### config.mk
export PLATFORM = sky130hd
export DESIGN_NAME = brsq_sequencer
export DESIGN_NICKNAME = d
export VERILOG_FILES = /design/src/rtl/brsq_pkg.sv /design/src/rtl/brsq_sequencer.sv /design/src/rtl/brsq_sync3.sv
export SDC_FILE = /design/constraint.sdc
export NUM_CORES = 1
export LEC_CHECK = 0
export BUFFER_PORTS_ARGS = -buffer_cell sky130_fd_sc_hd__buf_2
export CAP_MARGIN = 20
export CORE_MARGIN = 2
export CORE_UTILIZATION = 29
export CTS_BUF_LIST = sky130_fd_sc_hd__clkbuf_4 sky130_fd_sc_hd__clkbuf_8
export CTS_CLUSTER_SIZE = 14
export DETAILED_ROUTE_END_ITERATION = 16
export HOLD_SLACK_MARGIN = 0.06
export PLACE_DENSITY_LB_ADDON = 0.2
export SYNTH_ARGS = -nofsm -noshare
export SYNTH_HDL_FRONTEND = slang
export SYNTH_SLANG_ARGS = --single-unit
### constraint.sdc
create_clock -name pclk -period 2.6 [get_ports pclk]
set_clock_uncertainty 0.05 [all_clocks]
set_input_delay 0.52 -clock pclk [delete_from_list [all_inputs] [get_ports pclk]]
set_output_delay 0.52 -clock pclk [all_outputs]
set_load 0.1 [all_outputs]
### src/rtl/brsq_pkg.sv
// Package: constants, register map and types of the reset sequencer
`default_nettype none

package brsq_pkg;

  // Timing
  localparam int unsigned CLK_PERIOD_NS        = 100;
  localparam int unsigned POWER_UP_DELAY_MS    = 72;
  localparam int unsigned TIMEBASE_TICK_NS     = 1000000;
  localparam int unsigned TIMEBASE_CYCLES      =
    (TIMEBASE_TICK_NS + CLK_PERIOD_NS - 1) / CLK_PERIOD_NS;
  localparam int unsigned BROWNOUT_MIN_DURATION_NS = 100000;
  localparam int unsigned BROWNOUT_MIN_CYCLES  =
    (BROWNOUT_MIN_DURATION_NS + CLK_PERIOD_NS - 1) / CLK_PERIOD_NS;
  localparam int unsigned CRYSTAL_STARTUP_PERIODS = 1024;

  // Counter widths
  localparam int unsigned TIMEBASE_CNT_W = 24;
  localparam int unsigned DELAY_CNT_W    = 7;
  localparam int unsigned BROWNOUT_CNT_W = 11;
  localparam int unsigned STARTUP_CNT_W  = 11;

  // Register indices; byte address is four times the index
  localparam logic [9:0] CPU_FLAGS_IDX    = 10'h003;
  localparam logic [9:0] RESET_CAUSE_IDX  = 10'h08E;
  localparam logic [9:0] IRQ_CONTROL_IDX  = 10'h00B;
  localparam logic [9:0] PERIPH_FLAGS_IDX = 10'h00C;
  localparam logic [9:0] OPTION_IDX       = 10'h081;
  localparam logic [9:0] PIN_DIR_IDX      = 10'h085;
  localparam logic [9:0] SEQ_STATUS_IDX   = 10'h0F0;

  // Field positions
  localparam int unsigned FLAG_WDT_BIT        = 4;
  localparam int unsigned FLAG_SLEEP_BIT      = 3;
  localparam int unsigned CAUSE_POR_BIT       = 1;
  localparam int unsigned CAUSE_BOD_BIT       = 0;
  localparam int unsigned IRQ_GIE_BIT         = 7;
  localparam int unsigned IRQ_PIN_FLAG_BIT    = 1;
  localparam int unsigned IRQ_PORT_FLAG_BIT   = 0;

  // Reset values and masks
  localparam logic [7:0] CPU_FLAGS_POR       = 8'h18;
  localparam logic [7:0] CPU_FLAGS_KEEP      = 8'h1F;
  localparam logic [7:0] CPU_FLAGS_SW_MASK   = 8'hE7;
  localparam logic [7:0] RESET_CAUSE_POR     = 8'h00;
  localparam logic [7:0] RESET_CAUSE_SW_MASK = 8'h03;
  localparam logic [7:0] IRQ_CONTROL_RESET   = 8'h00;
  localparam logic [7:0] PERIPH_FLAGS_RESET  = 8'h00;
  localparam logic [7:0] PERIPH_FLAGS_MASK   = 8'hC9;
  localparam logic [7:0] OPTION_RESET        = 8'hFF;
  localparam logic [5:0] PIN_DIR_RESET       = 6'h3F;
  localparam logic [12:0] RESET_VECTOR       = 13'h0000;
  localparam logic [12:0] IRQ_VECTOR         = 13'h0004;

  typedef enum logic [2:0] {
    OSC_LOW_POWER_CRYSTAL  = 3'b000,
    OSC_CRYSTAL_MODE       = 3'b001,
    OSC_HIGH_SPEED_CRYSTAL = 3'b010,
    OSC_EXTERNAL_CLOCK     = 3'b011,
    OSC_INTERNAL_IO        = 3'b100,
    OSC_INTERNAL_CLKOUT    = 3'b101,
    OSC_RC_IO              = 3'b110,
    OSC_RC_CLKOUT          = 3'b111
  } brsq_osc_mode_t;

  typedef enum logic [2:0] {
    SEQ_HOLD         = 3'b000,
    SEQ_DELAY        = 3'b001,
    SEQ_STARTUP      = 3'b010,
    SEQ_RUN          = 3'b011,
    SEQ_SLEEP        = 3'b100,
    SEQ_WAKE_STARTUP = 3'b101
  } brsq_state_t;

  typedef enum logic [1:0] {
    HOLD_POWER_ON = 2'b00,
    HOLD_BROWNOUT = 2'b01,
    HOLD_OTHER    = 2'b10
  } brsq_hold_cause_t;

  // Pins and fuses from outside the clock domain
  typedef struct packed {
    logic           por_pulse;
    logic           supply_below_trip;
    logic           supply_above_release;
    logic           external_reset_pin_n;
    logic           osc1_clock;
    logic           brownout_enable_fuse;
    logic           power_up_delay_disable;
    brsq_osc_mode_t osc_mode;
  } brsq_pins_t;

  localparam brsq_pins_t PINS_RESET = '{
    por_pulse:              1'b1,
    supply_below_trip:      1'b0,
    supply_above_release:   1'b0,
    external_reset_pin_n:   1'b1,
    osc1_clock:             1'b0,
    brownout_enable_fuse:   1'b0,
    power_up_delay_disable: 1'b0,
    osc_mode:               OSC_INTERNAL_IO
  };

endpackage

`default_nettype wire

### src/rtl/brsq_sequencer.sv
// Brown-out, power-up delay and start-up timer reset sequencer with APB
`timescale 1ns/1ps
`default_nettype none

module brsq_sequencer
#(
  parameter int unsigned TIMEBASE_CYCLES = brsq_pkg::TIMEBASE_CYCLES
)
(
  // Clock and reset
  input  wire logic                 pclk,
  input  wire logic                 presetn,
  // APB slave
  input  wire logic                 psel,
  input  wire logic                 penable,
  input  wire logic                 pwrite,
  input  wire logic [11:0]          paddr,
  input  wire logic [31:0]          pwdata,
  output logic [31:0]               prdata,
  output logic                      pready,
  output logic                      pslverr,
  // Supply monitor, reset pin, crystal input and fuses
  input  wire brsq_pkg::brsq_pins_t pins,
  // Core events
  input  wire logic                 wdt_timeout,
  input  wire logic                 sleep_enter,
  input  wire logic                 irq_wake_pin,
  input  wire logic                 irq_wake_port,
  input  wire logic [3:0]           periph_wake,
  // Core control
  output logic                      core_reset,
  output logic                      core_stall,
  output logic                      pc_load,
  output logic                      pc_increment,
  output logic [12:0]               pc_value
);

  brsq_pkg::brsq_pins_t       sp;
  brsq_pkg::brsq_state_t      state;
  brsq_pkg::brsq_state_t      next_state;
  brsq_pkg::brsq_hold_cause_t hold_cause;
  logic [7:0]  cpu_flags_and_bank;
  logic [7:0]  reset_cause_register;
  logic [7:0]  interrupt_control_register;
  logic [7:0]  periph_flags;
  logic [7:0]  option_register;
  logic [5:0]  pin_direction;
  logic [brsq_pkg::TIMEBASE_CNT_W-1:0] tick_cnt;
  logic [brsq_pkg::DELAY_CNT_W-1:0]    delay_cnt;
  logic [brsq_pkg::BROWNOUT_CNT_W-1:0] brownout_cnt;
  logic [brsq_pkg::STARTUP_CNT_W-1:0]  startup_cnt;
  logic        por_seen;
  logic        external_reset_pin_low_prev;
  logic        osc1_prev;
  logic        wake_by_irq;
  logic        vector_pending;
  logic        next_core_reset;
  logic        external_reset_pin_low;
  logic        crystal;
  logic        delay_enabled;
  logic        tick;
  logic        delay_done;
  logic        osc_rise;
  logic        startup_done;
  logic        evt_por;
  logic        evt_bod;
  logic        evt_external_reset_pin;
  logic        evt_wdt_reset;
  logic        evt_wdt_wake;
  logic        evt_irq_wake;
  logic        evt_any_reset;
  logic        wake_done;
  logic [7:0]  periph_set;
  logic        apb_write;
  logic        apb_setup;
  logic [9:0]  reg_idx;
  logic        addr_hit;
  logic [7:0]  read_value;

  brsq_sync3 u_sync
  (
    .pclk       (pclk),
    .presetn    (presetn),
    .pins_async (pins),
    .pins_sync  (sp)
  );

  assign external_reset_pin_low      = !sp.external_reset_pin_n;
  assign crystal       = (sp.osc_mode == brsq_pkg::OSC_LOW_POWER_CRYSTAL)
                      || (sp.osc_mode == brsq_pkg::OSC_CRYSTAL_MODE)
                      || (sp.osc_mode == brsq_pkg::OSC_HIGH_SPEED_CRYSTAL);
  assign delay_enabled = !sp.power_up_delay_disable;

  // Event decode
  assign evt_por       = sp.por_pulse && !por_seen;
  assign evt_bod       = sp.brownout_enable_fuse && sp.supply_below_trip
    && (brownout_cnt == brsq_pkg::BROWNOUT_CNT_W'(
          brsq_pkg::BROWNOUT_MIN_CYCLES - 1));
  assign evt_external_reset_pin      = external_reset_pin_low && !external_reset_pin_low_prev;
  assign evt_wdt_reset = wdt_timeout && (state == brsq_pkg::SEQ_RUN);
  assign evt_wdt_wake  = wdt_timeout && (state == brsq_pkg::SEQ_SLEEP);
  assign evt_irq_wake  = (irq_wake_pin || irq_wake_port
                         || (periph_wake != 4'h0))
                         && (state == brsq_pkg::SEQ_SLEEP) && !wdt_timeout;
  assign evt_any_reset = evt_por || evt_bod || evt_external_reset_pin || evt_wdt_reset;
  assign periph_set    = {periph_wake[3], periph_wake[2], 2'b00,
                          periph_wake[1], 2'b00, periph_wake[0]};

  // Separate timebase for the power-up delay
  assign tick       = (tick_cnt == brsq_pkg::TIMEBASE_CNT_W'(
                        TIMEBASE_CYCLES - 1));
  assign delay_done = tick && (delay_cnt == brsq_pkg::DELAY_CNT_W'(
                        brsq_pkg::POWER_UP_DELAY_MS - 1));
  // Crystal input must run at or below a quarter of pclk to be counted
  assign osc_rise     = sp.osc1_clock && !osc1_prev;
  assign startup_done = osc_rise && (startup_cnt == brsq_pkg::STARTUP_CNT_W'(
                          brsq_pkg::CRYSTAL_STARTUP_PERIODS - 1));
  assign wake_done    = ((state == brsq_pkg::SEQ_WAKE_STARTUP)
                         && startup_done)
                     || ((state == brsq_pkg::SEQ_SLEEP)
                         && (evt_wdt_wake || evt_irq_wake) && !crystal
                         && !evt_external_reset_pin);

  always_comb
  begin
    next_state = state;
    unique case (state)
      brsq_pkg::SEQ_HOLD:
        if (!sp.por_pulse && sp.supply_above_release)
        begin
          if (delay_enabled)
            next_state = brsq_pkg::SEQ_DELAY;
          else if (crystal && hold_cause != brsq_pkg::HOLD_OTHER)
            next_state = brsq_pkg::SEQ_STARTUP;
          else
            next_state = brsq_pkg::SEQ_RUN;
        end
      brsq_pkg::SEQ_DELAY:
        if (!sp.supply_above_release)
          next_state = brsq_pkg::SEQ_HOLD;
        else if (delay_done)
          next_state = crystal ? brsq_pkg::SEQ_STARTUP
                               : brsq_pkg::SEQ_RUN;
      brsq_pkg::SEQ_STARTUP:
        if (startup_done)
          next_state = brsq_pkg::SEQ_RUN;
      brsq_pkg::SEQ_RUN:
        if (sleep_enter && !evt_wdt_reset && !external_reset_pin_low)
          next_state = brsq_pkg::SEQ_SLEEP;
      brsq_pkg::SEQ_SLEEP:
        if (evt_external_reset_pin)
          next_state = brsq_pkg::SEQ_RUN;
        else if (evt_wdt_wake || evt_irq_wake)
          next_state = crystal ? brsq_pkg::SEQ_WAKE_STARTUP
                               : brsq_pkg::SEQ_RUN;
      brsq_pkg::SEQ_WAKE_STARTUP:
        if (startup_done)
          next_state = brsq_pkg::SEQ_RUN;
      default:
        next_state = brsq_pkg::SEQ_HOLD;
    endcase
    if (sp.por_pulse || evt_bod)
      next_state = brsq_pkg::SEQ_HOLD;
  end

  always_ff @(posedge pclk or negedge presetn)
  begin
    if (!presetn)
    begin
      state      <= brsq_pkg::SEQ_HOLD;
      hold_cause <= brsq_pkg::HOLD_POWER_ON;
    end
    else
    begin
      state <= next_state;
      if (sp.por_pulse)
        hold_cause <= brsq_pkg::HOLD_POWER_ON;
      else if (evt_bod)
        hold_cause <= brsq_pkg::HOLD_BROWNOUT;
    end
  end

  // Edge history of pins
  always_ff @(posedge pclk or negedge presetn)
  begin
    if (!presetn)
    begin
      por_seen      <= 1'b1;
      external_reset_pin_low_prev <= 1'b0;
      osc1_prev     <= 1'b0;
    end
    else
    begin
      por_seen      <= sp.por_pulse;
      external_reset_pin_low_prev <= external_reset_pin_low;
      osc1_prev     <= sp.osc1_clock;
    end
  end

  // Brown-out duration filter saturates so one dip trips once
  always_ff @(posedge pclk or negedge presetn)
  begin
    if (!presetn)
      brownout_cnt <= '0;
    else if (!sp.brownout_enable_fuse || !sp.supply_below_trip)
      brownout_cnt <= '0;
    else if (brownout_cnt != brsq_pkg::BROWNOUT_CNT_W'(
               brsq_pkg::BROWNOUT_MIN_CYCLES))
      brownout_cnt <= brownout_cnt + 1'b1;
  end

  // Power-up delay restarts whenever the state is left
  always_ff @(posedge pclk or negedge presetn)
  begin
    if (!presetn)
    begin
      tick_cnt  <= '0;
      delay_cnt <= '0;
    end
    else if (state != brsq_pkg::SEQ_DELAY
             || next_state != brsq_pkg::SEQ_DELAY)
    begin
      tick_cnt  <= '0;
      delay_cnt <= '0;
    end
    else if (tick)
    begin
      tick_cnt  <= '0;
      delay_cnt <= delay_cnt + 1'b1;
    end
    else
      tick_cnt <= tick_cnt + 1'b1;
  end

  always_ff @(posedge pclk or negedge presetn)
  begin
    if (!presetn)
      startup_cnt <= '0;
    else if (state != brsq_pkg::SEQ_STARTUP
             && state != brsq_pkg::SEQ_WAKE_STARTUP)
      startup_cnt <= '0;
    else if (osc_rise)
      startup_cnt <= startup_cnt + 1'b1;
  end

  // Core reset ignores the pin for timing, so release is immediate
  assign next_core_reset = (next_state == brsq_pkg::SEQ_HOLD)
                        || (next_state == brsq_pkg::SEQ_DELAY)
                        || (next_state == brsq_pkg::SEQ_STARTUP)
                        || external_reset_pin_low || evt_wdt_reset;

  always_ff @(posedge pclk or negedge presetn)
  begin
    if (!presetn)
    begin
      core_reset <= 1'b1;
      core_stall <= 1'b0;
    end
    else
    begin
      core_reset <= next_core_reset;
      core_stall <= (next_state == brsq_pkg::SEQ_WAKE_STARTUP);
    end
  end

  // Program counter steering
  always_ff @(posedge pclk or negedge presetn)
  begin
    if (!presetn)
    begin
      pc_load        <= 1'b0;
      pc_increment   <= 1'b0;
      pc_value       <= brsq_pkg::RESET_VECTOR;
      wake_by_irq    <= 1'b0;
      vector_pending <= 1'b0;
    end
    else
    begin
      pc_load      <= 1'b0;
      pc_increment <= wake_done;
      if (evt_wdt_wake || evt_irq_wake)
        wake_by_irq <= evt_irq_wake;
      // Watchdog wake never vectors, even after an earlier interrupt wake
      vector_pending <= wake_done
        && interrupt_control_register[brsq_pkg::IRQ_GIE_BIT]
        && (evt_irq_wake || (!evt_wdt_wake && wake_by_irq));
      if (core_reset && !next_core_reset)
      begin
        pc_load  <= 1'b1;
        pc_value <= brsq_pkg::RESET_VECTOR;
      end
      else if (vector_pending)
      begin
        pc_load  <= 1'b1;
        pc_value <= brsq_pkg::IRQ_VECTOR;
      end
    end
  end

  // APB decode; zero wait states
  assign apb_setup = psel && !penable;
  assign apb_write = psel && penable && pwrite && addr_hit;
  assign reg_idx   = paddr[11:2];
  assign pready    = 1'b1;

  always_comb
  begin
    addr_hit   = (paddr[1:0] == 2'b00);
    read_value = 8'h00;
    unique case (reg_idx)
      brsq_pkg::CPU_FLAGS_IDX:    read_value = cpu_flags_and_bank;
      brsq_pkg::RESET_CAUSE_IDX:  read_value = reset_cause_register;
      brsq_pkg::IRQ_CONTROL_IDX:  read_value = interrupt_control_register;
      brsq_pkg::PERIPH_FLAGS_IDX: read_value = periph_flags;
      brsq_pkg::OPTION_IDX:       read_value = option_register;
      brsq_pkg::PIN_DIR_IDX:      read_value = {2'b00, pin_direction};
      brsq_pkg::SEQ_STATUS_IDX:
        read_value = {sp.brownout_enable_fuse, delay_enabled, crystal,
                      core_stall, core_reset, state};
      default:                    addr_hit = 1'b0;
    endcase
  end

  always_ff @(posedge pclk or negedge presetn)
  begin
    if (!presetn)
    begin
      prdata  <= 32'h0000_0000;
      pslverr <= 1'b0;
    end
    else if (apb_setup)
    begin
      prdata  <= {24'h00_0000, pwrite ? 8'h00 : read_value};
      pslverr <= !addr_hit;
    end
  end

  // Flags register; hardware events win over a software write
  always_ff @(posedge pclk or negedge presetn)
  begin
    if (!presetn)
      cpu_flags_and_bank <= brsq_pkg::CPU_FLAGS_POR;
    else if (evt_any_reset || evt_wdt_wake || evt_irq_wake || sleep_enter)
    begin
      if (evt_any_reset)
        cpu_flags_and_bank <= cpu_flags_and_bank
                            & brsq_pkg::CPU_FLAGS_KEEP;
      if (evt_por || evt_bod)
      begin
        cpu_flags_and_bank[brsq_pkg::FLAG_WDT_BIT]   <= 1'b1;
        cpu_flags_and_bank[brsq_pkg::FLAG_SLEEP_BIT] <= 1'b1;
      end
      else if (evt_external_reset_pin && state == brsq_pkg::SEQ_SLEEP)
      begin
        cpu_flags_and_bank[brsq_pkg::FLAG_WDT_BIT]   <= 1'b1;
        cpu_flags_and_bank[brsq_pkg::FLAG_SLEEP_BIT] <= 1'b0;
      end
      else if (evt_wdt_reset || evt_wdt_wake)
      begin
        cpu_flags_and_bank[brsq_pkg::FLAG_WDT_BIT] <= 1'b0;
        if (evt_wdt_wake)
          cpu_flags_and_bank[brsq_pkg::FLAG_SLEEP_BIT] <= 1'b0;
      end
      else if (evt_irq_wake || (sleep_enter && !evt_external_reset_pin))
      begin
        cpu_flags_and_bank[brsq_pkg::FLAG_WDT_BIT]   <= 1'b1;
        cpu_flags_and_bank[brsq_pkg::FLAG_SLEEP_BIT] <= 1'b0;
      end
    end
    else if (apb_write && reg_idx == brsq_pkg::CPU_FLAGS_IDX)
      cpu_flags_and_bank <= (pwdata[7:0] & brsq_pkg::CPU_FLAGS_SW_MASK)
                  | (cpu_flags_and_bank & ~brsq_pkg::CPU_FLAGS_SW_MASK);
  end

  always_ff @(posedge pclk or negedge presetn)
  begin
    if (!presetn)
      reset_cause_register <= brsq_pkg::RESET_CAUSE_POR;
    else if (evt_por)
      reset_cause_register <= brsq_pkg::RESET_CAUSE_POR;
    else if (evt_bod)
    begin
      reset_cause_register[brsq_pkg::CAUSE_POR_BIT] <= 1'b1;
      reset_cause_register[brsq_pkg::CAUSE_BOD_BIT] <= 1'b0;
    end
    else if (apb_write && reg_idx == brsq_pkg::RESET_CAUSE_IDX)
      reset_cause_register <= pwdata[7:0] & brsq_pkg::RESET_CAUSE_SW_MASK;
  end

  always_ff @(posedge pclk or negedge presetn)
  begin
    if (!presetn)
      interrupt_control_register <= brsq_pkg::IRQ_CONTROL_RESET;
    else if (evt_por)
      interrupt_control_register <= brsq_pkg::IRQ_CONTROL_RESET;
    else if (evt_any_reset)
      interrupt_control_register <= {7'h00,
        interrupt_control_register[brsq_pkg::IRQ_PORT_FLAG_BIT]};
    else if (evt_irq_wake)
    begin
      if (irq_wake_pin)
        interrupt_control_register[brsq_pkg::IRQ_PIN_FLAG_BIT] <= 1'b1;
      if (irq_wake_port)
        interrupt_control_register[brsq_pkg::IRQ_PORT_FLAG_BIT] <= 1'b1;
    end
    else if (apb_write && reg_idx == brsq_pkg::IRQ_CONTROL_IDX)
      interrupt_control_register <= pwdata[7:0];
  end

  always_ff @(posedge pclk or negedge presetn)
  begin
    if (!presetn)
      periph_flags <= brsq_pkg::PERIPH_FLAGS_RESET;
    else if (evt_any_reset)
      periph_flags <= brsq_pkg::PERIPH_FLAGS_RESET;
    else if (evt_irq_wake)
      periph_flags <= periph_flags | periph_set;
    else if (apb_write && reg_idx == brsq_pkg::PERIPH_FLAGS_IDX)
      periph_flags <= pwdata[7:0] & brsq_pkg::PERIPH_FLAGS_MASK;
  end

  always_ff @(posedge pclk or negedge presetn)
  begin
    if (!presetn)
    begin
      option_register <= brsq_pkg::OPTION_RESET;
      pin_direction   <= brsq_pkg::PIN_DIR_RESET;
    end
    else if (evt_any_reset)
    begin
      option_register <= brsq_pkg::OPTION_RESET;
      pin_direction   <= brsq_pkg::PIN_DIR_RESET;
    end
    else if (apb_write && reg_idx == brsq_pkg::OPTION_IDX)
      option_register <= pwdata[7:0];
    else if (apb_write && reg_idx == brsq_pkg::PIN_DIR_IDX)
      pin_direction <= pwdata[5:0];
  end

endmodule

`default_nettype wire

### src/rtl/brsq_sync3.sv
// Three-stage input synchroniser with agreement filter for pins and fuses
`timescale 1ns/1ps
`default_nettype none

module brsq_sync3
(
  // Clock and reset
  input  wire logic               pclk,
  input  wire logic               presetn,
  // Pins
  input  wire brsq_pkg::brsq_pins_t pins_async,
  output brsq_pkg::brsq_pins_t      pins_sync
);

  localparam int unsigned W = $bits(brsq_pkg::brsq_pins_t);
  localparam logic [W-1:0] RST = brsq_pkg::PINS_RESET;

  logic [W-1:0] stage1;
  logic [W-1:0] stage2;
  logic [W-1:0] stage3;
  logic [W-1:0] filtered;

  genvar i;
  generate
    for (i = 0; i < W; i++)
    begin : g_bit
      always_ff @(posedge pclk or negedge presetn)
      begin
        if (!presetn)
        begin
          stage1[i]   <= RST[i];
          stage2[i]   <= RST[i];
          stage3[i]   <= RST[i];
          filtered[i] <= RST[i];
        end
        else
        begin
          stage1[i] <= pins_async[i];
          stage2[i] <= stage1[i];
          stage3[i] <= stage2[i];
          // Change accepted only once two late stages agree
          if (stage2[i] == stage3[i])
            filtered[i] <= stage3[i];
        end
      end
    end
  endgenerate

  assign pins_sync = brsq_pkg::brsq_pins_t'(filtered);

endmodule

`default_nettype wire

# [Word level (Yosys, flattened, before mapping)]
# Index checks and enable logic that the tools add are counted.
[totals] regBits=175
[op_classes] n_addsub=4 n_bitwise=3 n_eq_ne=45 reduce_logical=103 muxes=57
[op_table] op="$mux W8" n=14
[op_table] op="$pmux W8 S7" n=1
[op_table] op="$mux W24" n=2
[op_table] op="$mux W11" n=4
[op_table] op="$eq A10 B8 Y1 const B" n=4
[op_table] op="$logic_and A1 B1 Y1" n=36
[op_table] op="$mux W3" n=10
[op_table] op="$mux W6" n=5
[op_table] op="$mux W13" n=2
[op_table] op="$add A24 B1 Y24 const B" n=1
[op_table] op="$eq A24 B14 Y1 const B" n=1
[op_table] op="$add A11 B1 Y11 const B" n=2
[op_table] op="$eq A11 B10 Y1 const B" n=2
[op_table] op="$logic_or A1 B1 Y1" n=22
[op_table] op="$eq A10 B4 Y1 const B" n=2
[op_table] op="$reduce_bool A2 Y1" n=9
[op_table] op="$logic_not A1 Y1" n=16
[op_table] op="$mux W2" n=8
[op_table] op="$pmux W3 S5" n=1
[op_table] op="$mux W7" n=2
[op_table] op="$reduce_and A2 Y1" n=7
[op_table] op="$eq A3 B2 Y1 const B" n=4
[op_table] op="$reduce_bool A3 Y1" n=4
[op_table] op="$ne A11 B10 Y1 const B" n=1
[op_table] op="other kinds (22)" n=52

# [Logic depth before layout (Yosys ltp)]
# Gate-level depths: netlist of run 1.
[depth] ltp_word=17 mapped_depth=9

# [Modules after synthesis]
# A second synthesis of run 1 with hierarchy kept.
[unflattened] hier_cells=664 hier_area_um2=7081.8
[by_module_without_submodules] module="brsq_sequencer" seq_area_each_um2=2800.2 area_per_inst_um2=5953.2 n_inst=1 cells_each=614
[by_module_without_submodules] module="brsq_sync3" seq_area_each_um2=1016.0 area_per_inst_um2=1128.6 n_inst=1 cells_each=50

# [Least setup slack after synthesis of run 1]
# OpenSTA, ideal clock, no wires.
[synth_path] kind="reg-to-reg" from="reg brownout_cnt[0] in the netlist's numbering" to="reg cpu_flags_and_bank[0]" setup_ps=125 stages_incl_launch_ff=9 t_required_ps=2425 path_slack_ps=304 t_arrival_ps=2121 path_cell_list="dfrtp_1 > ha_1 > nand4_1 > nor4_4 > or4_1 > buf_2 > nor3_4 > nand4b_4 > mux2_2"
[synth_via] elab_chain_cells=10
[synth_lines] item="start: declaration" line_no="brsq_sequencer.sv:50" source="logic [brsq_pkg::BROWNOUT_CNT_W-1:0] brownout_cnt;"
[synth_lines] item="start signal: assignment" line_no="brsq_sequencer.sv:209" source="brownout_cnt <= brownout_cnt + 1'b1;"
[synth_lines] item="$eq A11 B10 Y1 *" line_no="brsq_sequencer.sv:97" source="&& (brownout_cnt == brsq_pkg::BROWNOUT_CNT_W'("
[synth_lines] item="$logic_and A1 B1 Y1 *" line_no="brsq_sequencer.sv:97"
[synth_lines] item="$logic_or A1 B1 Y1 * (3 in series)" line_no="brsq_sequencer.sv:105" source="assign evt_any_reset = evt_por || evt_bod || evt_external_reset_pin || evt_wdt_reset;"
[synth_lines] item="$logic_or A1 B1 Y1 * (3 in series)" line_no="brsq_sequencer.sv:343" source="else if (evt_any_reset || evt_wdt_wake || evt_irq_wake || sleep_enter)"
[synth_lines] item="$not A1 Y1 (no source line)"
[synth_lines] item="$reduce_and A2 Y1 (no source line)"
[synth_lines] item="end signal: assignment" line_no="brsq_sequencer.sv:342" source="cpu_flags_and_bank <= brsq_pkg::CPU_FLAGS_POR;"
[synth_lines] item="end signal: assignment" line_no="brsq_sequencer.sv:346" source="cpu_flags_and_bank <= cpu_flags_and_bank"
[synth_lines] item="end signal: assignment" line_no="brsq_sequencer.sv:371" source="cpu_flags_and_bank <= (pwdata[7:0] & brsq_pkg::CPU_FLAGS_SW_MASK)"
[synth_lines] item="end: declaration" line_no="brsq_sequencer.sv:42" source="logic [7:0] cpu_flags_and_bank;"
# Every way passes the cells marked *; elsewhere a longest branch is shown, timed or not.
# A chain may end at the register's enable or synchronous reset.

# [Final worst setup path of run 1]
[layout_path] from="reg state[2]" to="reg pc_load"
[layout_via] elab_chain_cells=16
[layout_lines] item="start: declaration" line_no="brsq_sequencer.sv:39" source="brsq_pkg::brsq_state_t state;"
[layout_lines] item="start signal: assignment" line_no="brsq_sequencer.sv:170" source="state <= brsq_pkg::SEQ_HOLD;"
[layout_lines] item="start signal: assignment" line_no="brsq_sequencer.sv:175" source="state <= next_state;"
[layout_lines] item="$eq A3 B3 Y1 / $eq A3 B2 Y1 (equally long branches)"
[layout_lines] item="$logic_and A1 B1 Y1 (on tied branches)" line_no="brsq_sequencer.sv:104, brsq_sequencer.sv:100"
[layout_lines] item="$logic_and A1 B1 Y1 / $logic_not A1 Y1 (equally long branches)" line_no="brsq_sequencer.sv:104, brsq_sequencer.sv:148"
[layout_lines] item="$logic_or A1 B1 Y1 / $logic_and A1 B1 Y1 (equally long branches)" line_no="brsq_sequencer.sv:153, brsq_sequencer.sv:148"
[layout_lines] item="$mux W3 / $logic_and A1 B1 Y1 (equally long branches)" line_no="brsq_sequencer.sv:153, brsq_sequencer.sv:148"
[layout_lines] item="$mux W3 (on tied branches)" line_no="brsq_sequencer.sv:151, brsq_sequencer.sv:148"
[layout_lines] item="$pmux W3 S5" line_no="brsq_sequencer.sv:127" source="unique case (state)"
[layout_lines] item="$mux W3" line_no="brsq_sequencer.sv:162" source="if (sp.por_pulse || evt_bod)"
[layout_lines] item="$eq A3 B1 Y1 / $logic_not A3 Y1 (equally long branches)" line_no="brsq_sequencer.sv:248, brsq_sequencer.sv:247"
[layout_lines] item="$logic_or A1 B1 Y1" line_no="brsq_sequencer.sv:248" source="|| (next_state == brsq_pkg::SEQ_DELAY)"
[layout_lines] item="$logic_or A1 B1 Y1" line_no="brsq_sequencer.sv:249" source="|| (next_state == brsq_pkg::SEQ_STARTUP)"
[layout_lines] item="$logic_or A1 B1 Y1" line_no="brsq_sequencer.sv:250" source="|| external_reset_pin_low || evt_wdt_reset;"
[layout_lines] item="$logic_or A1 B1 Y1 *" line_no="brsq_sequencer.sv:250"
[layout_lines] item="$logic_not A1 Y1 *" line_no="brsq_sequencer.sv:287" source="if (core_reset && !next_core_reset)"
[layout_lines] item="$logic_and A1 B1 Y1 *" line_no="brsq_sequencer.sv:287"
[layout_lines] item="$mux W1 *" line_no="brsq_sequencer.sv:287"
[layout_lines] item="end signal: assignment" line_no="brsq_sequencer.sv:271" source="pc_load <= 1'b0;"
[layout_lines] item="end signal: assignment" line_no="brsq_sequencer.sv:289" source="pc_load <= 1'b1;"
[layout_lines] item="end signal: assignment" line_no="brsq_sequencer.sv:294" source="pc_load <= 1'b1;"
[layout_lines] item="end: declaration" line_no="brsq_sequencer.sv:33" source="output logic pc_load,"
# Marks and branches as above.

==> impl_results.rst, run 1 <==
.. list-table::
   :header-rows: 1

   * - Metric
     - Value
   * - Count of max-cap constraint violations
     - 0
   * - Total of flip-flops plus latches after synthesis
     - 151
   * - Library cell with the largest summed area after synthesis
     - dfrtp_1
   * - Largest fanout on the critical path
     - 10
   * - Avg WL per Cell
     - 14.6 microns
   * - Post-DP HPWL
     - 11100 microns
   * - CTS H-Tree Depth
     - 4
   * - Overall Global Routing Usage
     - 0.130
   * - Number of remaining DRC errors
     - 0
   * - Predominant post-synthesis flop cell
     - dfrtp_1
   * - Cell Rows
     - 57
   * - Final Critical Period
     - 2.41 ns
   * - Pin count of the biggest net entering global routing
     - 57
   * - Setup repair after global routing missed its margin
     - no
   * - Tightest Pin Transition
     - 0.975 ns
   * - Via count
     - 4928
   * - Number of sinks on the clock net
     - 151
   * - Number of hold violations in the final report
     - 0
   * - Post-synthesis cell area
     - 7130 sq um
   * - Via count of the first global-routing pass
     - 4846
   * - Buffers on Ports
     - 56
   * - Clk pwr share
     - 0.393
   * - Initial core utilization
     - 0.294
   * - Total met2 wirelength after detailed routing
     - 6870 microns
   * - Full die area
     - 25900 sq um
   * - Critical Path RT
     - 2.93 ns
   * - Top cell type's share of synthesized area
     - 0.425
   * - Final total power
     - just over 5 mW
   * - Leakage component of the power
     - around 3.6 nW
   * - Fill cell total of the finished layout
     - 2515
   * - Fmax
     - 415 MHz
   * - R2R depth
     - 6
   * - Sort of element at the start of the critical path
     - flip-flop
   * - Cell Int Power
     - 3.63 mW
   * - Clock slew at reported path FFs
     - roughly 0.07 ns
   * - Cells after Synth
     - between 600 and 700
   * - WP data arrival
     - 2.74 ns
   * - Power density over the cells
     - between 600 and 700 nW/um^2
   * - Clock Latency Late Sink
     - 0.45 ns
   * - Worst Hold Path Cells
     - 1
   * - Count of TritonRoute iterations in the first routing pass
     - 4
   * - Wire length of the first global-routing pass
     - between 20000 and 30000 microns
   * - Number of CTS-inserted buffers
     - 17
   * - Initial DRC Count
     - 319
   * - Number of buffers between clock root and the deepest sink
     - 2
   * - Number of enable-type register cells in the synthesized netlist
     - 0
   * - Final setup viols
     - 0
   * - Area Overhead vs Synth
     - 16.6%
   * - Count of pins over their slew limit
     - 0
   * - Count of nets after finishing
     - a little over 800
   * - Width of the die
     - approximately 160 microns
   * - Total wirelength of the detailed-routed design
     - 15800 microns
   * - Diodes inserted
     - 0
   * - Synth cell types
     - 69
   * - Standard cell core area
     - 24200 sq um
   * - Met1 WL
     - 7890 microns
   * - Critical path type
     - flip-flop to flip-flop
   * - Root Buffer
     - clkbuf_8
   * - Clock tree from TritonCTS
     - done
   * - Number of antenna violations at the first check in global routing
     - 0
   * - Most instantiated cells after synthesis
     - 121 x dfrtp_1, 72 x nor2_1, 62 x nand2_1
   * - Logic pwr share
     - 0.118
   * - Number of antenna-violating nets in the routed design
     - 0
   * - Share of total power in sequential cells
     - 0.489
   * - Worst voltage drop across the vdd grid
     - 0.298 mV
   * - Gr ovfl total
     - 0
   * - Total negative setup slack
     - 0 ns
   * - GP Congestion
     - ~0.75
   * - Switch share
     - 0.279
   * - Most frequent cell after synthesis
     - dfrtp_1
   * - Sequential cell area fraction in the yosys report
     - 0.535
   * - Tightest slew margin relative to the limit
     - 0.345
   * - HP Class
     - input port to flip-flop
   * - Fraction of final layout cells with drive strength greater than 1
     - 0.235
   * - Crit. End Element
     - flip-flop
   * - Post-synthesis area per instance
     - 10.8 sq um
   * - Number of synthesis warnings
     - 0
   * - Synth async-reset ratio
     - 1.00
   * - Length of routed met3 wiring
     - between 600 and 700 microns
   * - Per-cell via count in the routed design
     - about 4.6
   * - Cell types occupying the most area after synthesis
     - dfrtp_1 42%, dfstp_2 11%, buf_4 4.0%, mux2i_1 3.8%, nor2_1 3.8%
   * - Net switching power
     - 1.41 mW
   * - Die boundary height
     - 161 microns
   * - Tcrit/Tclk final
     - 0.927
   * - Max layer used
     - met4
   * - I/O pins
     - 118
   * - Outcome
     - completed
## cell families (layout without fill, tap and decap cells)
family / after synthesis / count (layout) / synth area share
adders and majority gates: 15 / 15 / 0.0228
muxes: 37 / 37 / 0.0537
and+or+nand+nor: 273 / 273 / 0.204
buffers and inverters: 70 / 131 / 0.0588
other: 2 / 37 / 0.00105
DFF: 151 / 151 / 0.535
xor gates and xnor gates: 43 / 43 / 0.0528
AOI/OAI and AO/OA: 71 / 71 / 0.0718
## registers in the layout (all words and copies together) (netlist names), 2 cells and up
| register | count |
|---|---|
| brownout_cnt | 11 |
| cpu_flags_and_bank | 8 |
| delay_cnt | 7 |
| interrupt_control_register | 8 |
| option_register | 8 |
| periph_flags | 4 |
| pin_direction | 6 |
| prdata | 8 |
| reset_cause_register | 2 |
| startup_cnt | 11 |
| state | 3 |
| tick_cnt | 24 |
| u_sync.pins_sync | 10 |
| u_sync.stage1 | 10 |
| u_sync.stage2 | 10 |
| u_sync.stage3 | 10 |
## area by class of cell
class / instances / area (sq um) / share of cell area
well taps: 324 / 405 / 0.0488
repair buffers: 87 / 559 / 0.0673
flip-flops and latches: 151 / 3820 / 0.459
clock inverters: 12 / 178 / 0.0214
inverters: 12 / 45.0 / 0.00542
multi-input cells: 476 / 3050 / 0.367
clock buffers: 20 / 263 / 0.0316
## worst paths after layout
path                                            start                         end  slack (ns)
setup / recovery                   state[2]$_DFF_PN0_           pc_load$_DFF_PN0_        0.19
hold / removal                                pins[9]  u_sync.stage1[9]$_DFF_PN1_        0.12
setup reg to reg                   state[2]$_DFF_PN0_           pc_load$_DFF_PN0_        0.19
hold reg to reg            u_sync.stage1[0]$_DFF_PN0_  u_sync.stage2[0]$_DFF_PN0_        0.29
max in group asynchronous                     presetn          por_seen$_DFF_PN1_        1.29
min in group asynchronous                     presetn  u_sync.stage2[0]$_DFF_PN0_        0.49
## metrics by stage
step | util | instances | worst slack (ns) | instance area (sq um) | hold WS, ns
2_1_floorplan | - | 697 | 0.304 | 7260 | 0.174
3_3_place_gp | 0.324 | 1049 | 0.0955 | 7860 | 0.283
3_5_place_dp | 0.324 | 1049 | 0.112 | 7860 | 0.285
4_1_cts | 0.343 | 1082 | 0.165 | 8310 | 0.0789
5_1_grt | 0.343 | 1082 | 0.0308 | 8320 | 0.0680
6_report | 0.343 | 1082 | 0.191 | 8320 | 0.120
## power by group through the flow
stage / sequential, mW / clock, mW / combinational, mW
floorplan: 2.51 / 0 / 0.441
global placement: 2.51 / 0 / 0.601
detailed placement: 2.51 / 0 / 0.601
CTS: 2.47 / 2.07 / 0.603
global route: 2.47 / 2.18 / 0.642
finish: 2.46 / 1.98 / 0.596
## layer usage
layer,global-route usage,vias up
li1,-,2415
met1,0.185,2387
met2,0.189,101
met3,0.0294,25
met4,0.0548,0
met5,0,-
## placed cells by master, fill, tap and decap left out, drive strengths merged, types with 3 or more instances in the layout
| cell | instances |
|---|---|
| a211oi | 10 |
| a21oi | 18 |
| a222oi | 7 |
| a22o | 9 |
| a22oi | 4 |
| and2 | 8 |
| and3 | 11 |
| and4 | 4 |
| buf | 86 |
| bufinv | 4 |
| clkbuf | 20 |
| clkinv | 4 |
| clkinvlp | 4 |
| conb | 37 |
| dfrtp | 121 |
| dfstp | 30 |
| ha | 5 |
| inv | 12 |
| maj3 | 10 |
| mux2 | 10 |
| mux2i | 27 |
| nand2 | 63 |
| nand2b | 4 |
| nand3 | 18 |
| nand3b | 5 |
| nand4 | 15 |
| nor2 | 72 |
| nor2b | 10 |
| nor3 | 28 |
| nor4 | 11 |
| nor4b | 3 |
| o21ai | 7 |
| or2 | 4 |
| or3 | 4 |
| xnor2 | 17 |
| xor2 | 26 |
## what timing repair did
action | CTS | global route
hold buffers | 1 | 0
resized for setup | 0 | 1
setup endpoints to repair | 0 | 19
endpoints found under the hold margin | 28 | 0
buffers inserted | 0 | 0
## critical path: stages, from the launching register on
cell and delay, ns:
dfrtp_1 0.53, or4b_2 0.68, a211oi_1 0.24, a311oi_1 0.08, o211ai_1 0.21, a21boi_1 0.37, a211o_1 0.18
(Power assumes the default switching activity.)
==> inputs of run 2 (changes only) <==
--- a/config.mk
+++ b/config.mk
@@ -14,6 +14,7 @@
 export DETAILED_ROUTE_END_ITERATION = 16
 export HOLD_SLACK_MARGIN = 0.06
 export PLACE_DENSITY_LB_ADDON = 0.2
+export RECOVER_POWER = 25
 export SYNTH_ARGS = -nofsm -noshare
 export SYNTH_HDL_FRONTEND = slang
 export SYNTH_SLANG_ARGS = --single-unit
==> run 2 against run 1 <==
Setup slack got worse by 0.0032 ns. Die area did not move. Sequential cell count unchanged. Routed wire length about the same. First-iteration DRC count decreased by 0.31%. Via count barely moved. Clock-buffer cell count stayed put. Cell area about the same. Final cell count did not move. Combinational power is essentially flat.
==> impl_results.rst, run 2 (synthesis results as in run 1) <==
.. list-table::
   :header-rows: 1

   * - Metric
     - Value
   * - Outcome
     - completed
   * - Critical path type
     - flip-flop to flip-flop
   * - Worst reg2reg setup slack
     - 0.19 ns (about the same)
   * - Count of TritonRoute iterations in the first routing pass
     - 4 (unchanged)
   * - Count of nets after finishing
     - 817 (unchanged)
   * - Number of buffers between clock root and the deepest sink
     - 2 (unchanged)
   * - Crit. End Element
     - flip-flop
   * - WP data arrival
     - 2.71 ns (-0.03 ns)
   * - Start point of the critical path
     - state[2]$_DFF_PN0_
   * - Cell at the slowest stage of the critical path
     - or4b_2
   * - Worst Hold Path Cells
     - 1 (unchanged)
   * - Via count of the first global-routing pass
     - 4846 (unchanged)
   * - Leakage component of the power
     - 3.63 nW (-0.14%)
   * - Setup repair after global routing missed its margin
     - no
   * - Post-DP HPWL
     - 11100 microns (unchanged)
   * - Total negative setup slack
     - 0 ns (unchanged)
   * - Final setup viols
     - 0 (unchanged)
   * - Cell Rows
     - 57 (unchanged)
   * - Clock tree from TritonCTS
     - done
   * - Width of the die
     - 161 microns (unchanged)
   * - Final standard cell utilization of the core
     - 0.343 (about the same)
   * - Diodes inserted
     - 0 (unchanged)
   * - Tightest Pin Transition
     - 1.08 ns (+0.102 ns)
   * - Slowest stage delay, CP
     - 0.68 ns (about the same)
   * - Sort of element at the start of the critical path
     - flip-flop
   * - Cells traversed along the worst timing path
     - or4b_2 > a211oi_1 > a311oi_1 > o211ai_1 > a21boi_1 > o2111ai_1
   * - Avg WL per Cell
     - 14.6 microns (about the same)
   * - Share of total power in sequential cells
     - 0.489 (about the same)
   * - Number of antenna violations at the first check in global routing
     - 0 (unchanged)
   * - Setup slack at placement
     - 0.112 ns (unchanged)
   * - Gr ovfl total
     - 0 (unchanged)
   * - Clk pwr share
     - 0.393 (about the same)
   * - GP Congestion
     - 0.752 (unchanged)
   * - Initial core utilization
     - 0.294 (unchanged)
   * - Tightest slew margin relative to the limit
     - 0.282 (-0.0629)
   * - Buffers on Ports
     - 56 (unchanged)
   * - Clock slew at reported path FFs
     - 0.07 ns (about the same)
   * - Tcrit/Tclk final
     - 0.928 (+0.00124)
   * - Number of remaining DRC errors
     - 0 (unchanged)
   * - Full die area
     - 25900 sq um (unchanged)
   * - Largest fanout on the critical path
     - 10 (unchanged)
   * - Overall Global Routing Usage
     - 0.130 (unchanged)
   * - Cell Int Power
     - 3.63 mW (-0.10%)
   * - Critical Path RT
     - 2.90 ns (-0.03 ns)
   * - Per-cell via count in the routed design
     - 4.56 (about the same)
   * - Number of sinks on the clock net
     - 151 (unchanged)
   * - Total wirelength of the detailed-routed design
     - 15800 microns (about the same)
   * - Power density over the cells
     - 606 nW/um^2 (about the same)
   * - Reg-to-reg startpoint
     - state[2]$_DFF_PN0_
   * - Logic pwr share
     - 0.118 (about the same)
   * - Instance count on the critical path
     - 6 (unchanged)
   * - Standard cell core area
     - 24200 sq um (unchanged)
   * - Reg-to-reg critical path endpoint
     - core_reset$_DFF_PN1_
   * - Fmax
     - 415 MHz (-0.13%)
   * - Final Critical Period
     - 2.41 ns (+0.00323 ns)
   * - Count of pins over their slew limit
     - 0 (unchanged)
   * - Die boundary height
     - 161 microns (unchanged)
   * - Area Overhead vs Synth
     - 16.5% (about the same)
   * - Number of CTS-inserted buffers
     - 17 (unchanged)
   * - Commonest non-fill, non-tap cells in the layout
     - 121 x dfrtp_1, 72 x nor2_1, 62 x nand2_1, 55 x buf_2, 37 x conb_1
   * - Max reg flops
     - 24 (unchanged)
   * - Via count
     - 4929 (+0.020%)
   * - Fraction of final layout cells with drive strength greater than 1
     - 0.227 (-0.00792)
   * - Gate family responsible for the most delay along the worst path
     - compound AO/OA/AOI/OAI gates
   * - Commonest non-fill, non-tap cell in the layout
     - dfrtp_1
   * - Count of max-cap constraint violations
     - 0 (unchanged)
   * - Wire length of the first global-routing pass
     - 26500 microns (unchanged)
   * - Post CTS Setup Buffer Count
     - 0 (unchanged)
   * - HP Class
     - input port to flip-flop
   * - Largest Register
     - tick_cnt
   * - Root Buffer
     - clkbuf_8
   * - Clock Latency Late Sink
     - 0.45 ns (about the same)
   * - R2R depth
     - 6 (unchanged)
   * - Critical path buffers and inverters
     - 0 (unchanged)
   * - CP Capture Point
     - core_reset$_DFF_PN1_
   * - Number of hold violations in the final report
     - 0 (unchanged)
   * - Net switching power
     - 1.41 mW (-0.16%)
   * - Pin count of the biggest net entering global routing
     - 57 (unchanged)
   * - Initial DRC Count
     - 318 (-0.31%)
   * - Number of antenna-violating nets in the routed design
     - 0 (unchanged)
   * - Worst voltage drop across the vdd grid
     - 0.298 mV (about the same)
   * - Post-route worst setup slack
     - 0.187 ns (-0.00323 ns)
   * - CTS H-Tree Depth
     - 4 (unchanged)
   * - Largest registers ranked by flip-flop count
     - tick_cnt x24, brownout_cnt x11, startup_cnt x11
   * - Switch share
     - 0.279 (about the same)
   * - I/O pins
     - 118 (unchanged)
[run 2: cell count changes in the layout (fill, tap and decap cells not counted), sizes merged]
cell | before | now
buf | 86 | 85
clkbuf | 20 | 21
[run 2: worst min path at each step]
| stage | start | to | slack, ns |
|---|---|---|---|
| floorplan | presetn | brownout_cnt[0]$_DFFE_PN0P_ | 0.17 |
| global placement | u_sync.stage1[7]$_DFF_PN0_ | u_sync.stage2[7]$_DFF_PN0_ | 0.28 |
| detailed placement | u_sync.stage1[7]$_DFF_PN0_ | u_sync.stage2[7]$_DFF_PN0_ | 0.28 |
| CTS | pins[6] | u_sync.stage1[6]$_DFF_PN1_ | 0.08 |
| global route | pins[6] | u_sync.stage1[6]$_DFF_PN1_ | 0.07 |
| finish | pins[6] | u_sync.stage1[6]$_DFF_PN1_ | 0.12 |
[run 2: final cells by class]
cell class	count	area, sq um
clock buffers	20	263
flip-flops and latches	151	3820
well taps	324	405
inverters	12	45.0
fillers	2517	15900
repair buffers	87	553
clock inverters	12	178
multi-input cells	476	3050
[run 2: power groups by stage]
stage / Combinational, mW / Clock (mW) / Sequential (mW)
5_1_grt: 0.641 / 2.18 / 2.47
4_1_cts: 0.603 / 2.07 / 2.47
3_3_place_gp: 0.601 / 0 / 2.51
3_5_place_dp: 0.601 / 0 / 2.51
6_report: 0.595 / 1.98 / 2.46
2_1_floorplan: 0.441 / 0 / 2.51
[run 2: repair_timing]
| action | CTS | global route |
|---|---|---|
| endpoints found under the hold margin | 28 | 0 |
| hold buffers | 1 | 0 |
| resized for setup | 0 | 1 |
| setup endpoints to repair | 0 | 19 |
[run 2: stage by stage]
step / instance area (sq um) / total power, mW / hold WS (ns) / std cells
detailed placement: 7860 / 3.11 / 0.285 / 1049
global placement: 7860 / 3.11 / 0.283 / 1049
floorplan: 7260 / 2.95 / 0.174 / 697
CTS: 8310 / 5.14 / 0.0789 / 1082
global route: 8310 / 5.29 / 0.0680 / 1082
finish: 8310 / 5.04 / 0.120 / 1082
[run 2: layer usage]
metal	vias up	wire length, microns	track usage
met5	-	0	0
met4	0	403	0.0548
met3	25	654	0.0294
met2	101	6900	0.189
met1	2388	7850	0.185
li1	2415	-	-
[run 2: worst reg2reg max path, stage by stage (launching register included)]
cell and delay (ns):
dfrtp_1 0.53, or4b_2 0.68, a211oi_1 0.24, a311oi_1 0.08, o211ai_1 0.22, a21boi_1 0.37
o2111ai_1 0.15
==> inputs of run 3 (changes only) <==
--- a/config.mk
+++ b/config.mk
@@ -8,8 +8,9 @@
 export BUFFER_PORTS_ARGS = -buffer_cell sky130_fd_sc_hd__buf_2
 export CAP_MARGIN = 20
 export CORE_MARGIN = 2
-export CORE_UTILIZATION = 29
+export CORE_UTILIZATION = 50
 export CTS_BUF_LIST = sky130_fd_sc_hd__clkbuf_4 sky130_fd_sc_hd__clkbuf_8
+export CTS_CLUSTER_DIAMETER = 100
 export CTS_CLUSTER_SIZE = 14
 export DETAILED_ROUTE_END_ITERATION = 16
 export HOLD_SLACK_MARGIN = 0.06
==> constraint.sdc (replaced) <==
create_clock -name pclk -period 1.95 [get_ports pclk]
set_clock_uncertainty 0.05 [all_clocks]
set_input_delay 0.39 -clock pclk [delete_from_list [all_inputs] [get_ports pclk]]
set_output_delay 0.39 -clock pclk [all_outputs]
set_load 0.1 [all_outputs]
==> run 3 against run 2 <==
The run now ends with setup timing left. Power grew 31%. Non-clock buffer count grew 142. Cell area grew 17%. Setup slack lost 0.44 ns. Largest power group unchanged.
==> impl_results.rst, run 3 (synthesis results as in run 1) <==
.. list-table::
   :header-rows: 1

   * - Metric
     - Value
   * - Outcome
     - complete, but fails checks
   * - Violations in the final reports
     - setup timing
   * - Critical Path RT
     - 2.25 ns (-0.65 ns)
   * - Setup slack at placement
     - -0.348 ns (-0.460 ns)
   * - Clock Latency Late Sink
     - 0.46 ns (about the same)
   * - Pin count of the biggest net entering global routing
     - 44 (-23%)
   * - Root Buffer
     - clkbuf_8
   * - Diodes inserted
     - 0 (unchanged)
   * - Gr ovfl total
     - 0 (unchanged)
   * - Tightest Pin Transition
     - 1.06 ns (-0.0200 ns)
   * - Fmax
     - 454 MHz (+9.5%)
   * - Number of antenna-violating nets in the routed design
     - 0 (unchanged)
   * - Die boundary height
     - 123 microns (-23%)
   * - Cell Rows
     - 43 (-25%)
   * - Count of pins over their slew limit
     - 0 (unchanged)
   * - Total wirelength of the detailed-routed design
     - 17400 microns (+10%)
   * - Area Overhead vs Synth
     - 36.8%
   * - Leakage component of the power
     - 4.47 nW (+23%)
   * - Number of CTS-inserted buffers
     - 17 (unchanged)
   * - Width of the die
     - 123 microns (-23%)
   * - Full die area
     - 15200 sq um (-41%)
   * - HP Class
     - input port to flip-flop
   * - Commonest non-fill, non-tap cells in the layout
     - 139 x buf_4, 120 x dfrtp_1, 60 x nand2_1, 54 x buf_2, 50 x nor2_1
   * - Commonest non-fill, non-tap cell in the layout
     - buf_4
   * - WP data arrival
     - 2.50 ns (-0.21 ns)
   * - Number of hold violations in the final report
     - 0 (unchanged)
   * - Worst slack on hold paths
     - 0.150 ns (+0.0302 ns)
   * - Clock slew at reported path FFs
     - 0.09 ns (+0.02 ns)
   * - Via count of the first global-routing pass
     - 5857 (+21%)
   * - Final setup viols
     - 55 (+55)
   * - Buffers on Ports
     - 56 (unchanged)
   * - Setup repair after global routing missed its margin
     - yes
   * - Number of remaining DRC errors
     - 0 (unchanged)
   * - Tcrit/Tclk final
     - 1.13 (+0.202)
   * - Wire length of the first global-routing pass
     - 27800 microns (+4.8%)
   * - Critical path type
     - flip-flop to flip-flop
   * - Fill cell total of the finished layout
     - 994 (-61%)
   * - Fraction of final layout cells with drive strength greater than 1
     - 0.420 (+0.193)
   * - Largest registers ranked by flip-flop count
     - tick_cnt x24, brownout_cnt x11, startup_cnt x11
   * - Initial DRC Count
     - 439 (+38%)
   * - GP Congestion
     - 0.860 (+14%)
   * - Avg WL per Cell
     - 16.1 microns (+10%)
   * - Max reg flops
     - 24 (unchanged)
   * - Overall Global Routing Usage
     - 0.237 (+0.107)
   * - Largest Register
     - tick_cnt
   * - Worst voltage drop across the vdd grid
     - 0.623 mV (+110%)
   * - Number of buffers between clock root and the deepest sink
     - 2 (unchanged)
   * - Number of sinks on the clock net
     - 151 (unchanged)
   * - Tightest slew margin relative to the limit
     - 0.289 (+0.00686)
   * - Initial core utilization
     - 0.514 (+0.220)
   * - Post-DP HPWL
     - 12100 microns (+8.3%)
   * - Count of TritonRoute iterations in the first routing pass
     - 5 (+1)
   * - Post-route worst setup slack
     - -0.254 ns (-0.442 ns)
   * - CTS H-Tree Depth
     - 4 (unchanged)
   * - Via count
     - 5790 (+17%)
   * - Largest fanout on the critical path
     - 5 (-5)
   * - Per-cell via count in the routed design
     - 5.36 (+18%)
   * - Count of max-cap constraint violations
     - 0 (unchanged)
   * - Final Critical Period
     - 2.20 ns (-0.208 ns)
   * - Power density over the cells
     - 675 nW/um^2 (+11%)
   * - Sort of element at the start of the critical path
     - flip-flop
   * - Clock tree from TritonCTS
     - done
   * - Crit. End Element
     - flip-flop
   * - Count of nets after finishing
     - 960 (+18%)
   * - Number of antenna violations at the first check in global routing
     - 0 (unchanged)
   * - I/O pins
     - 118 (unchanged)
   * - Standard cell core area
     - 13900 sq um (-43%)
[run 3: critical path: stages, from the launching register on]
cell	delay, ns
dfrtp_2	0.44
buf_6	0.13
or3b_4	0.40
buf_4	0.16
a211oi_4	0.17
a21o_1	0.22
nor4b_4	0.06
buf_4	0.17
nand2_8	0.10
clkbuf_16	0.16
nor2_2	0.04
[run 3: final timing paths]
| kind | from | to | slack (ns) | cells after the start |
|---|---|---|---|---|
| min | pwdata[4] | pin_direction[4]$_DFFE_PN1P_ | 0.15 | 3 |
| min in group asynchronous | presetn | interrupt_control_register[2]$_DFFE_PN0P_ | 0.45 | 2 |
| min reg2reg | u_sync.stage1[1]$_DFF_PN0_ | u_sync.stage2[1]$_DFF_PN0_ | 0.30 | 0 |
| max reg2reg | state[0]$_DFF_PN0_ | tick_cnt[12]$_DFF_PN0_ | -0.25 | 10 |
| max | state[0]$_DFF_PN0_ | tick_cnt[12]$_DFF_PN0_ | -0.25 | 10 |
| max in group asynchronous | presetn | state[0]$_DFF_PN0_ | 0.33 | 3 |
[run 3: power by group]
group	internal, mW	total (mW)	leakage [nW]	switching (mW)
Combinational	0.359	1.13	2.35	0.767
Sequential	3.22	3.27	1.93	0.0470
Clock	0.956	2.19	0.187	1.23
[run 3: final cells by class]
type / count / area [sq um] / area share
Sequential cell: 151 / 3820 / 0.391
Multi-Input combinational cell: 477 / 3560 / 0.365
Timing Repair Buffer: 229 / 1750 / 0.180
Clock buffer: 19 / 262 / 0.0268
Tap cell: 180 / 225 / 0.0231
Clock inverter: 13 / 93.8 / 0.00962
Inverter: 12 / 45.0 / 0.00462
[run 3: repair_timing]
item                                    in CTS  in global routing
resized for setup                           60                 53
pin swaps                                   26                 19
hold endpoints to repair                   104                  0
gates cloned                                 2                  3
hold buffers                                11                  0
endpoints found under the setup margin      64                 64
setup buffers                               16                  6
[run 3: layer usage]
layer / up-vias / global-route usage / wire, microns
met3: 25 / 0.0554 / 820
met2: 170 / 0.393 / 8710
met1: 2882 / 0.313 / 7620
li1: 2713 / - / -
met4: 0 / 0.0653 / 250
met5: - / 0 / 0
[run 3: stage by stage]
step	area, sq um	util	setup TNS [ns]	total power, mW	std cells
2_1_floorplan	7380	-	-3.54	3.95	697
3_3_place_gp	8590	0.619	-14.77	4.24	1014
3_5_place_dp	8590	0.619	-17.41	4.27	1014
4_1_cts	9450	0.681	-7.94	6.57	1074
5_1_grt	9750	0.703	-13.64	6.85	1081
6_report	9750	0.703	-9.81	6.58	1081
